==> src/inc/crc_defines.svh <==
// Register offsets, field positions, reset values and timing counts
`ifndef CRC_DEFINES_SVH
`define CRC_DEFINES_SVH

// Register map on the plain register port
`define REG_CONFIG        4'h0
`define REG_MODE5         4'h1
`define REG_ERRLOG        4'h2
`define REG_CALC_CRC      4'h3
`define REG_RX_CRC        4'h4

// Field positions
`define MR5_ERR_BIT       3
`define ERRLOG_FLAG_BIT   7
`define CONFIG_WIDTH      5

// Reset values
`define CONFIG_RESET      5'h00
`define BYTE_RESET        8'h00

// Burst beat indices
`define BEAT_CRC          4'h8
`define BEAT_LAST_CRC     4'h9
`define BEAT_LAST_BC4     4'h3
`define BEAT_LAST_BL8     4'h7

// Alert pulse lengths in clock cycles
`define CRC_PULSE_CLKS    6'h08
`define PARITY_PULSE_CLKS 6'h30

// Per-bit data masks of the 72-bit tree, lower nibbles only
`define CRC_MASK_0        72'h0D0107090C000D0101
`define CRC_MASK_1        72'h0603090A0501070203
`define CRC_MASK_2        72'h0006050C0603020507
`define CRC_MASK_3        72'h010C0B090C06050A0E
`define CRC_MASK_4        72'h03090702080D0A050C
`define CRC_MASK_5        72'h07020E05010A050A08
`define CRC_MASK_6        72'h0F040D0A03040B0400
`define CRC_MASK_7        72'h0E080B040608060800
// Parity of the constant-one filler terms, one bit per check bit
`define CRC_FILL          8'hF1

`endif

==> src/inc/crc_pkg.sv <==
// Types shared by the write check path
package crc_pkg;

  typedef enum logic [1:0] {ST_IDLE, ST_BURST, ST_CHECK} wr_state_t;

  typedef logic [7:0] byte_t;

  typedef struct packed {
    logic read_dbi;
    logic term_strobe;
    logic crc_write;
    logic write_mask;
    logic write_dbi;
  } config_t;

endpackage : crc_pkg

==> src/inc/crc_tree_if.sv <==
// Carrier between the burst logic and the check bit tree
`timescale 1ns/100ps
interface crc_tree_if;
  logic [71:0] tree_in;
  logic [7:0]  crc;
  modport src  (output tree_in, input crc);
  modport calc (input tree_in, output crc);
endinterface : crc_tree_if

==> src/logic/crc8_tree.sv <==
// Eight-bit check tree over the 72 tree inputs of one write burst
`timescale 1ns/100ps
`include "crc_defines.svh"
module crc8_tree
(
  crc_tree_if.calc t
);
  import crc_pkg::*;

  localparam logic [71:0] MASKS [8] = '{`CRC_MASK_0, `CRC_MASK_1, `CRC_MASK_2, `CRC_MASK_3,
                                        `CRC_MASK_4, `CRC_MASK_5, `CRC_MASK_6, `CRC_MASK_7};
  localparam logic [7:0]  FILL      = `CRC_FILL;

  // One XOR tree per check bit; filler ones fold into a constant
  for (genvar b = 0; b < 8; b++)
  begin : g_bit
    assign t.crc[b] = (^(t.tree_in & MASKS[b])) ^ FILL[b];
  end

endmodule : crc8_tree

==> src/logic/write_crc_bus_inversion.sv <==
// Write data check and bus inversion decode for one by-8 byte lane
//
// Overview of operation
// - Burst chop four, address bit two high: check bit 0 from its listed data bits.
// - Burst chop four, address bit two low: check bit 1 from its listed data bits.
// - Burst chop four, address bit two low: check bit 4 from its listed data bits.
// - Address bit two high makes the tree take upper nibbles for lower ones; here a2_q is unused and the tree always takes transfers 0 to 3.
// - Mask/inversion lane bits feed the tree only when mask or inversion is on.
// - Compare computed check bits with received ones; alert starts next clock; here only burst chop four frames are compared.
// - Check errors use the same alert line as command/address parity errors.
// - Check error alert is short, at most about ten clocks; parity over 45.
// - Pulse width counts from driving low until the driver releases.
// - A check error sets the mode register 5 status bit and the log flag.
// - Status bit and flag stay set until software writes the bit to zero.
// - Bus inversion exists only on by-8 and by-16 parts, never by-4.
// - Inversion keeps fewer than half of a lane's lines low per edge.
// - Inversion, mask and termination strobe share one pin per lane.
// - Inversion line low on a write: the lane's byte is stored inverted.
// - Inversion line high on a write: the lane's byte is stored as received.
// - Each of the eight transfers carries one inversion bit per lane.
//
// The strobed register port and the register offsets were decided locally.
`timescale 1ns/100ps
`include "crc_defines.svh"
module write_crc_bus_inversion
(
  input  wire  logic            clock,
  input  wire  logic            rstn,
  input  wire  logic            link_strobe,
  input  wire  logic [7:0]      dq_pin,
  input  wire  logic            bus_invert_n,
  input  wire  logic            write_start,
  input  wire  logic            address_bit_two,
  input  wire  logic            burst_chop_four,
  input  wire  logic            parity_error,
  input  wire  logic [3:0]      reg_addr,
  input  wire  crc_pkg::byte_t  reg_wdata,
  input  wire  logic            reg_write,
  input  wire  logic            reg_read,
  output crc_pkg::byte_t        reg_rdata_q,
  output logic                  error_alert_n_o_q,
  output logic                  error_alert_n_oe_q,
  output logic [63:0]           write_data_q,
  output logic [7:0]            write_mask_q,
  output logic                  write_valid_q,
  output logic                  crc_error_q
);
  import crc_pkg::*;

  // Pin synchronisers: strobe, lane control pin and data travel together
  logic [9:0]  sync1_q;
  logic [9:0]  sync1_d;
  logic [9:0]  sync2_q;
  logic [9:0]  sync2_d;
  logic        strobe_prev_q;
  logic        strobe_prev_d;
  logic        strobe_edge;
  logic [8:0]  rx_beat;

  // Software state
  config_t     cfg_q;
  config_t     cfg_d;
  logic        err_q;
  logic        err_d;
  byte_t       calc_crc_q;
  byte_t       calc_crc_d;
  byte_t       rdata_d;
  logic        mr5_clear;
  logic        dm_on;
  logic        dbi_on;
  logic        crc_on;

  // Burst capture
  wr_state_t   state_q;
  wr_state_t   state_d;
  logic [3:0]  beat_q;
  logic [3:0]  beat_d;
  logic [3:0]  last_beat;
  logic        a2_q;
  logic        a2_d;
  logic        bc4_q;
  logic        bc4_d;
  logic [8:0]  beats_q [8];
  logic [8:0]  beats_d [8];
  byte_t       crc_rx_q;
  byte_t       crc_rx_d;

  // Results and alert
  logic        check_fire;
  logic        mismatch;
  logic [63:0] stored_data;
  logic [7:0]  stored_mask;
  logic [63:0] wdata_d;
  logic [7:0]  wmask_d;
  logic        wvalid_d;
  logic [5:0]  alert_cnt_q;
  logic [5:0]  alert_cnt_d;
  logic        alert_oe_d;

  crc_tree_if tb ();

  crc8_tree u_tree
  (
    .t (tb.calc)
  );

  // Two stages before use; the edge detector reads only the second stage
  always_comb
  begin
    sync1_d       = {link_strobe, bus_invert_n, dq_pin};
    sync2_d       = sync1_q;
    strobe_prev_d = sync2_q[9];
  end

  always_ff @(posedge clock)
  begin
    if (!rstn)
    begin
      sync1_q       <= 10'h000;
      sync2_q       <= 10'h000;
      strobe_prev_q <= 1'b0;
    end
    else
    begin
      sync1_q       <= sync1_d;
      sync2_q       <= sync2_d;
      strobe_prev_q <= strobe_prev_d;
    end
  end

  // Both strobe edges carry a transfer, as on a double data rate link
  assign strobe_edge = sync2_q[9] ^ strobe_prev_q;
  assign rx_beat     = sync2_q[8:0];

  // The shared lane pin serves one function at a time; termination wins
  always_comb
  begin
    dm_on  = cfg_q.write_mask & ~cfg_q.term_strobe;
    dbi_on = cfg_q.write_dbi & ~cfg_q.write_mask & ~cfg_q.term_strobe;
    crc_on = cfg_q.crc_write;
  end

  // Last transfer: check bits ride at transfer 8, filler at transfer 9
  always_comb
  begin
    if (crc_on)
      last_beat = `BEAT_LAST_CRC;
    else if (bc4_q)
      last_beat = `BEAT_LAST_BC4;
    else
      last_beat = `BEAT_LAST_BL8;
  end

  // Burst capture; a start while busy is ignored
  always_comb
  begin
    state_d  = state_q;
    beat_d   = beat_q;
    a2_d     = a2_q;
    bc4_d    = bc4_q;
    beats_d  = beats_q;
    crc_rx_d = crc_rx_q;
    case (state_q)
      ST_IDLE:
      begin
        if (write_start)
        begin
          state_d = ST_BURST;
          beat_d  = 4'h0;
          a2_d    = address_bit_two;
          bc4_d   = burst_chop_four;
        end
      end
      ST_BURST:
      begin
        if (strobe_edge)
        begin
          if (beat_q < `BEAT_CRC)
            beats_d[beat_q[2:0]] = rx_beat;
          else if (beat_q == `BEAT_CRC)
            crc_rx_d = rx_beat[7:0];
          if (beat_q == last_beat)
            state_d = ST_CHECK;
          else
            beat_d = beat_q + 4'h1;
        end
      end
      ST_CHECK:
      begin
        state_d = ST_IDLE;
      end
      default:
      begin
        state_d = ST_IDLE;
      end
    endcase
  end

  always_ff @(posedge clock)
  begin
    if (!rstn)
    begin
      state_q  <= ST_IDLE;
      beat_q   <= 4'h0;
      a2_q     <= 1'b0;
      bc4_q    <= 1'b0;
      beats_q  <= '{default: 9'h000};
      crc_rx_q <= `BYTE_RESET;
    end
    else
    begin
      state_q  <= state_d;
      beat_q   <= beat_d;
      a2_q     <= a2_d;
      bc4_q    <= bc4_d;
      beats_q  <= beats_d;
      crc_rx_q <= crc_rx_d;
    end
  end

  // Tree inputs: each lane gives a nibble, upper half fixed at one.
  // Transfers 0 to 3 already carry the nibble that address bit two picks,
  // so one mask set serves both halves; transfers 4 to 7 are filler ones
  for (genvar i = 0; i < 9; i++)
  begin : g_lane
    logic [3:0] col;
    for (genvar j = 0; j < 4; j++)
    begin : g_beat
      assign col[j] = beats_q[j][i];
    end
    if (i == 8)
    begin : g_ctl
      assign tb.tree_in[8*i +: 4] = (dm_on | dbi_on) ? col : 4'hF;
    end
    else
    begin : g_dq
      assign tb.tree_in[8*i +: 4] = col;
    end
    assign tb.tree_in[8*i+4 +: 4] = 4'hF;
  end

  // Stored bytes: inversion undone per transfer, mask per transfer
  for (genvar j = 0; j < 8; j++)
  begin : g_store
    assign stored_data[8*j +: 8] = (dbi_on && !beats_q[j][8]) ? ~beats_q[j][7:0]
                                                             : beats_q[j][7:0];
    assign stored_mask[j] = dm_on & ~beats_q[j][8];
  end

  // Check only burst chop four frames; wire data, not decoded data, is checked
  assign check_fire = (state_q == ST_CHECK);
  assign mismatch   = check_fire & crc_on & bc4_q & (tb.crc != crc_rx_q);

  // Hand the burst on; with masking on, a failed burst is not written
  always_comb
  begin
    wvalid_d   = check_fire & ~(mismatch & dm_on);
    wdata_d    = wvalid_d ? stored_data : write_data_q;
    wmask_d    = wvalid_d ? stored_mask : write_mask_q;
    calc_crc_d = check_fire ? tb.crc : calc_crc_q;
  end

  always_ff @(posedge clock)
  begin
    if (!rstn)
    begin
      write_valid_q <= 1'b0;
      write_data_q  <= 64'h0000000000000000;
      write_mask_q  <= 8'h00;
      calc_crc_q    <= `BYTE_RESET;
      crc_error_q   <= 1'b0;
    end
    else
    begin
      write_valid_q <= wvalid_d;
      write_data_q  <= wdata_d;
      write_mask_q  <= wmask_d;
      calc_crc_q    <= calc_crc_d;
      crc_error_q   <= mismatch;
    end
  end

  // Alert length: a longer parity pulse is never cut short by a check error
  always_comb
  begin
    if (parity_error && alert_cnt_q < `PARITY_PULSE_CLKS)
      alert_cnt_d = `PARITY_PULSE_CLKS;
    else if (mismatch && alert_cnt_q < `CRC_PULSE_CLKS)
      alert_cnt_d = `CRC_PULSE_CLKS;
    else if (alert_cnt_q != 6'h00)
      alert_cnt_d = alert_cnt_q - 6'h01;
    else
      alert_cnt_d = 6'h00;
    alert_oe_d = (alert_cnt_d != 6'h00);
  end

  // Open drain: the data side is held low, only the enable moves
  always_ff @(posedge clock)
  begin
    if (!rstn)
    begin
      alert_cnt_q        <= 6'h00;
      error_alert_n_oe_q <= 1'b0;
      error_alert_n_o_q  <= 1'b0;
    end
    else
    begin
      alert_cnt_q        <= alert_cnt_d;
      error_alert_n_oe_q <= alert_oe_d;
      error_alert_n_o_q  <= 1'b0;
    end
  end

  // Sticky error status; a new error in the clearing cycle wins
  always_comb
  begin
    mr5_clear = reg_write && (reg_addr == `REG_MODE5) && !reg_wdata[`MR5_ERR_BIT];
    err_d     = (err_q & ~mr5_clear) | mismatch;
    cfg_d     = cfg_q;
    if (reg_write && reg_addr == `REG_CONFIG)
      cfg_d = config_t'(reg_wdata[`CONFIG_WIDTH-1:0]);
  end

  // Read data one cycle after the read strobe; unmapped reads give zero
  always_comb
  begin
    rdata_d = `BYTE_RESET;
    if (reg_read)
    begin
      if (reg_addr == `REG_CONFIG)
        rdata_d = {3'h0, cfg_q};
      else if (reg_addr == `REG_MODE5)
        rdata_d[`MR5_ERR_BIT] = err_q;
      else if (reg_addr == `REG_ERRLOG)
        rdata_d[`ERRLOG_FLAG_BIT] = err_q;
      else if (reg_addr == `REG_CALC_CRC)
        rdata_d = calc_crc_q;
      else if (reg_addr == `REG_RX_CRC)
        rdata_d = crc_rx_q;
      else
        rdata_d = `BYTE_RESET;
    end
  end

  always_ff @(posedge clock)
  begin
    if (!rstn)
    begin
      cfg_q       <= config_t'(`CONFIG_RESET);
      err_q       <= 1'b0;
      reg_rdata_q <= `BYTE_RESET;
    end
    else
    begin
      cfg_q       <= cfg_d;
      err_q       <= err_d;
      reg_rdata_q <= rdata_d;
    end
  end

endmodule : write_crc_bus_inversion

==> config.mk <==
export PLATFORM = sky130hd
export DESIGN_NAME = write_crc_bus_inversion
export DESIGN_NICKNAME = d
export VERILOG_FILES = /design/src/inc/crc_pkg.sv /design/src/inc/crc_tree_if.sv /design/src/logic/crc8_tree.sv /design/src/logic/write_crc_bus_inversion.sv
export VERILOG_INCLUDE_DIRS = /design/src /design/src/inc
export SDC_FILE = /design/constraint.sdc
export NUM_CORES = 1
export LEC_CHECK = 0
export ABC_AREA = 1
export BUFFER_PORTS_ARGS = -buffer_cell sky130_fd_sc_hd__buf_2
export CAP_MARGIN = 10
export CELL_PAD_IN_SITES_DETAIL_PLACEMENT = 0
export CELL_PAD_IN_SITES_GLOBAL_PLACEMENT = 1
export CORE_MARGIN = 2
export CORE_UTILIZATION = 43
export CTS_CLUSTER_SIZE = 40
export DETAILED_ROUTE_END_ITERATION = 10
export GPL_TIMING_DRIVEN = 0
export MAX_ROUTING_LAYER = met4
export PLACE_DENSITY_LB_ADDON = 0.08
export SLEW_MARGIN = 20
export SYNTH_ARGS = -nofsm -noshare
export SYNTH_HDL_FRONTEND = slang
export SYNTH_SLANG_ARGS = --single-unit
export TNS_END_PERCENT = 10
==> constraint.sdc <==
create_clock -name clock -period 2.45 [get_ports clock]
set_input_delay 0.49 -clock clock [delete_from_list [all_inputs] [get_ports clock]]
set_output_delay 0.49 -clock clock [all_outputs]
set_load 0.05 [all_outputs]
---- Word level (Yosys, flattened, before mapping) ----
Cells that the tools add are included.
storage, ports and cells
  output and inout port bits .............. 84
  bits in registers ....................... 211
  word-level logic and storage cells ...... 177
operators by class
  magnitude comparators ................... 5
  reductions and logical operators ........ 44
  $add $sub $neg .......................... 2
  equal/unequal tests ..................... 13
  muxes and demuxes ....................... 33
  bitwise operators ....................... 49
operators with widths
  cell                  count
  $reduce_xor A72 Y1    8
  $mux W8               10
  $bwmux W72            1
  $not A8 Y8            8
  $demux W9 S3          1
  $mux W4               5
  $not A1 Y1            20
  $mux W6               3
  $and A1 B1 Y1         17
  $logic_and A1 B1 Y1   14
  $reduce_bool A6 Y1    2
  $mux W5               2
  $logic_not A1 Y1      9
  $mux W9               1
  $eq A4 B2 Y1 const B  2
  $ne A2 B2 Y1 const B  4
  $ne A8 B8 Y1          1
  $pmux W4 S2           1
  $reduce_and A4 Y1     2
  $lt A6 B4 Y1 const B  1
  $lt A6 B6 Y1 const B  1
  $mux W2               3
  $mux W3               2
  $reduce_and A3 Y1     2
  22 further kinds      26

---- Depth between registers and ports, before layout ----
  depth after elaboration ................. 13
  depth in mapped cells ................... 23
  mapped depth without buffers ............ 22

---- Hierarchy ----
From an unflattened synthesis, not the netlist that was laid out.
second synthesis, totals
  cells, all modules ...................... 1543
  area total of the unflattened synthesis .. 10592.7 µm²
by module, submodules not included
  module                   seq. area each (µm²)  area an instance (µm²)  times used  cells an instance
  write_crc_bus_inversion  4224.1                8755.9                  1           1169
  crc8_tree                0.0                   1836.8                  1           374

---- Worst setup path before layout ----
Ideal clock, no wire load.
  path type ............................... reg2reg
  from .................................... reg beats_q[42] in the netlist's numbering
  to ...................................... reg write_data_q[20]
  data arrival time ....................... 2.058 ns
  path slack .............................. 0.323 ns
  required time ........................... 2.381 ns
  library setup time ...................... 0.069 ns
  buffers on the path ..................... 3
  cell stages (with the launch flop) ...... 19
  path through ............................ dfxtp_1 buf_2 xnor2_1 nand2_2 nand2_1 nand2_1 nand2_1 nand2_1 nand3_1 nand3b_1 nand2_1 nand2_1 nor2_2 nand2_2 nand4_4 buf_12 buf_8 nand3_2 a21oi_2
between the ends
  cells in the longest elaborated chain, start to end .. 7
  elaborated cells on any way between the ends .. 13
ends and longest elaborated chain
  item                         line                            RTL
  from (decl)                  write_crc_bus_inversion.sv:83   logic [8:0] beats_q [8];
  from (signal assigned)       write_crc_bus_inversion.sv:216  beats_q <= beats_d;
  $reduce_xor A72 Y1           crc8_tree.sv:17                 assign t.crc[b] = (^(t.tree_in & MASKS[b])) ^ FILL[b];
  $not A1 Y1 (no source line)  --
  $ne A8 B8 Y1 (*)             write_crc_bus_inversion.sv:252  assign mismatch = check_fire & crc_on & bc4_q & (tb.crc != crc_rx_q);
  $and A1 B1 Y1 (*)            write_crc_bus_inversion.sv:252
  $and A1 B1 Y1 (*)            write_crc_bus_inversion.sv:257  wvalid_d = check_fire & ~(mismatch & dm_on);
  $not A1 Y1 (*)               write_crc_bus_inversion.sv:257
  $and A1 B1 Y1 (*)            write_crc_bus_inversion.sv:257
  to (signal assigned)         write_crc_bus_inversion.sv:276  write_data_q <= wdata_d;
  to (decl)                    write_crc_bus_inversion.sv:43   output logic [63:0] write_data_q,
Mark *: on every way between the ends. The rest lies on a longest branch, timed or not.
A chain may end at the register's enable or synchronous reset.

---- Worst setup path in the final report ----
  from .................................... reg beats_q[57] in the netlist's numbering
  to ...................................... reg write_data_q[3]
The elaborated chain is that of the path after synthesis.

==> impl_metrics.csv <==
group,metric,value,unit
synth,ys.flop_type,"dfxtp_1",
hold_path,hold_path_depth,3,
synth,synth.avg_cell_area,7.19,um^2
placement,place_congestion,0.891,
synth,synth_fp_nets,1538,
hold_path,hold_path_class,"input pin to register",
pwr,finalPower,8.23,mW
pwr,ir_drop,0.420,mV
clock_network,hold_buffers,0,
clock_network,cts-buffers-inserted,24,
sta,hold_violations,0,
worst_setup_path,worstSetupPathType,"register to register",
clock_network,clk_pin_slew_worst_paths,60,ps
synth,synthTopCellsByArea,"dfxtp_1 (39%), nand2_1 (15%), a21oi_1 (6.0%)",
floorplanning,start_util,0.433,
cells_and_area,stdcell_area,13800,um^2
flow_run,drv_cap,0,
pwr,power-per-cell-area,596,nW/um^2
worst_setup_path,cpMaxStageDelayCell,"dfxtp_4",
clock_network,clk_path_buf_depth,3,
clock_network,h-tree-depth,1,
sta,relSlewSlack,0.447,
sta,skew,22.4,ps
drt,first_pass_iters,5,
grt,grt_start_max_net_pins,13,
drt,routedWlPerCell,16.8,um
clock_network,clk-insertion-delay-late,530,ps
drt,ant_nets,0,
worst_setup_path,crit-reg2reg-launch,"beats_q[57]$_SDFFE_PN0P_",
worst_setup_path,cp_common_cell,"nand2_2",
worst_setup_path,crit_fanout,4,
hold_path,hp-start,"dq_pin[7]",
cells_and_area,layout_commonest_cell,"nand2_1",
drt,drtIter0Drc,574,
cells_and_area,layout_common_cells,"nand2_1 (354), dfxtp_1 (180), inv_1 (116)",
worst_setup_path,cp-start-kind,"register",
worst_setup_path,end_kind,"register",
sta,rsz0062_at_grt,"yes",
synth,yosysTopAreaCell,"dfxtp_1",
synth,synth_simple_gate_area_frac,0.312,
worst_setup_path,r2r_cells,22,
drt,routed_wirelength,33700,um
floorplanning,die_y,163,um
floorplanning,core,25000,um^2
grt,grt_overflow,0,
synth,syn-cell-area,10800,um^2
synth,synth-xor-area-share,0.0711,
grt,grt_pass1_wl,51800,um
synth,synth.top_cell.area_share,0.390,
hold_path,whs_endpoint,"sync1_q[7]$_SDFF_PN0_",
clock_network,cts_sinks,211,
floorplanning,num_rows,58,
synth,synth_compound_area_frac,0.131,
synth,yosysWarnings,0,
grt,antenna_found_initial,1,
floorplanning,ioPinCount,114,
sta,setup_ws,-96.9,ps
pwr,p_leak,5.86,nW
synth,synth_edf_count,0,
grt,track_usage,0.259,
placement,io_buffers,107,
drt,viasPerCell,5.09,
worst_setup_path,cp_cell_sequence,"buf_4 > nand2_1 > inv_1 > o21ai_1 > nand2_2 > clkinv_1 > nand3_1 > nand2_2 > inv_1 > nand2_2 > nand2_2 > nand2_1 > nand2_1 > nand2_2 > nor2_2 > nand2_2 > nand4_4 > buf_12 > buf_16 > buf_4 > nand3_1 > a21oi_1",
synth,synth-adder-area-share,0.00347,
synth,synth_top_family_by_area,"simple AND/OR/NAND/NOR gates",
synth,ys_types,44,
sta,finalCriticalPeriod,2550,ps
worst_setup_path,ff2ff_setup_slack,-100,ps
placement,dpl.hpwl,24800,um
sta,worst_slew_pin_slew,826,ps
outcome,status,"finished with violations",
clock_network,cts_tree,"yes",
worst_setup_path,r2r_end,"write_data_q[3]$_SDFFE_PN0P_",
synth,ys_ff_latch,211,
worst_setup_path,worstPathArrival,2900,ps
sta,max_freq,0.393,GHz
placement,dp_slack,-465,ps
drt,num_vias,10249,
cells_and_area,fin_nets,1699,
synth,synthArstFlopShare,0,
outcome,violations,"setup timing",
worst_setup_path,slowest_delay,370,ps
drt,route.detailed.drc,0,
clock_network,clockRootBuffer,"clkbuf_16",
placement,postPlaceCellArea,11800,um^2
synth,synth.area.mux_share,0,
grt,grt_pass1_vias,9377,
cells_and_area,fill_cells,2437,
sta,setup_viol,59,
cells_and_area,layout-drive-gt1-share,0.310,
worst_setup_path,cp.required,2810,ps
floorplanning,die_w,163,um
cells_and_area,area_delta_synth_final,27.6,%
synth,netlist_instances,1505,
floorplanning,fp.dieArea,26500,um^2
sta,min_period_over_period,1.04,
sta,slew_viol_final,0,
synth,ys_seq_area_frac,0.390,
timing repair:
item,CTS,global route
cloned,1,5
setup buffers,14,8
setup endpoints to repair,126,121
pin swaps,10,47
gates resized for setup,105,186
area by class of cell:
class	instances	area (um^2)	area share
Antenna cell	1	2.50	0.000181
Inverter	158	639	0.0463
Tap cell	330	413	0.0299
Timing Repair Buffer	135	923	0.0669
Clock inverter	10	114	0.00824
Multi-Input combinational cell	1075	6230	0.451
Sequential cell	211	4310	0.312
Buffer	61	518	0.0375
Clock buffer	31	657	0.0476
Yosys cell counts, types with 2 or more instances:
cell / instances
nand2_1: 437
dfxtp_1: 211
inv_1: 138
a21oi_1: 129
nand3_1: 122
nor2_1: 77
o21ai_0: 77
nand3_2: 60
xnor2_1: 43
xor2_1: 43
clkbuf_1: 24
a21oi_2: 23
inv_2: 17
buf_2: 12
buf_4: 11
nor3_1: 11
a211oi_1: 9
buf_12: 6
nor2_2: 5
o211ai_1: 5
buf_1: 4
nand2_2: 4
clkinv_1: 3
ha_1: 3
nand3b_1: 3
nand4_1: 3
nor3b_1: 3
o21ai_1: 3
clkbuf_2: 2
o22ai_1: 2
o2bb2ai_1: 2
layer usage:
| metal | global-route usage | wire, um | part of all wire |
|---|---|---|---|
| met1 | 0.353 | 15800 | 0.47 |
| met2 | 0.403 | 15300 | 0.45 |
| met3 | 0.0288 | 1750 | 0.052 |
| met4 | 0.0849 | 958 | 0.028 |
| met5 | - | 0 | 0 |
flip-flops by register name (all words and copies together) (netlist names):
register	cells
alert_cnt_q	6
bc4_q	1
beat_q	4
beats_q	72
calc_crc_q	8
cfg_q	4
crc_error_q	1
crc_on	1
crc_rx_q	8
err_q	1
error_alert_n_oe_q	1
reg_rdata_q	8
state_q	2
strobe_prev_q	1
sync1_q	10
sync2_q	10
write_data_q	64
write_mask_q	8
write_valid_q	1
cell families after synthesis:
| logic type | after synthesis |
|---|---|
| and+or+nand+nor | 730 |
| AOI/OAI and AO/OA | 254 |
| buffers and inverters | 219 |
| DFF | 211 |
| xor gates and xnor gates | 87 |
| adders and majority gates | 3 |
| other | 1 |
critical path, delay by kind of cell, from the launching register on:
family	cells	cell delay [ps]
AO/OA/AOI/OAI	2	200
buffers and inverters	7	790
AND/OR/NAND/NOR	13	1030
flip-flops	1	370
how the worst max path moves through the flow:
stage                                   from                            end  slack [ps]  cells past startpoint
floorplan           beats_q[42]$_SDFFE_PN0P_  write_data_q[20]$_SDFFE_PN0P_         320                     18
global placement       cfg_q[1]$_SDFFE_PN0P_  write_data_q[14]$_SDFFE_PN0P_        -530                      5
detailed placement     sync2_q[9]$_SDFF_PN0_       beats_q[52]$_SDFFE_PN0P_        -470                     10
CTS                    cfg_q[1]$_SDFFE_PN0P_   write_data_q[3]$_SDFFE_PN0P_         -90                     17
global route           cfg_q[3]$_SDFFE_PN0P_   write_data_q[2]$_SDFFE_PN0P_        -240                     22
finish              beats_q[57]$_SDFFE_PN0P_   write_data_q[3]$_SDFFE_PN0P_        -100                     22
power by group:
part	internal [mW]	total (mW)	switching [mW]	leakage, nW
Combinational	0.381	1.13	0.747	3.75
Clock	2.10	3.53	1.43	0.381
Sequential	3.50	3.58	0.0806	1.73
per-stage QoR:
stage | setup TNS, ps | hold WS [ps] | util | std cells
after floorplan | 0 | 390 | - | 1505
after CTS | -2110 | 148 | 0.520 | 1998
final | -2520 | 159 | 0.553 | 2012
after global placement | -40160 | 398 | 0.471 | 1942
after global routing | -13300 | 164 | 0.553 | 2012
after detailed placement | -32990 | 397 | 0.472 | 1942
(Power assumes the default switching activity.)
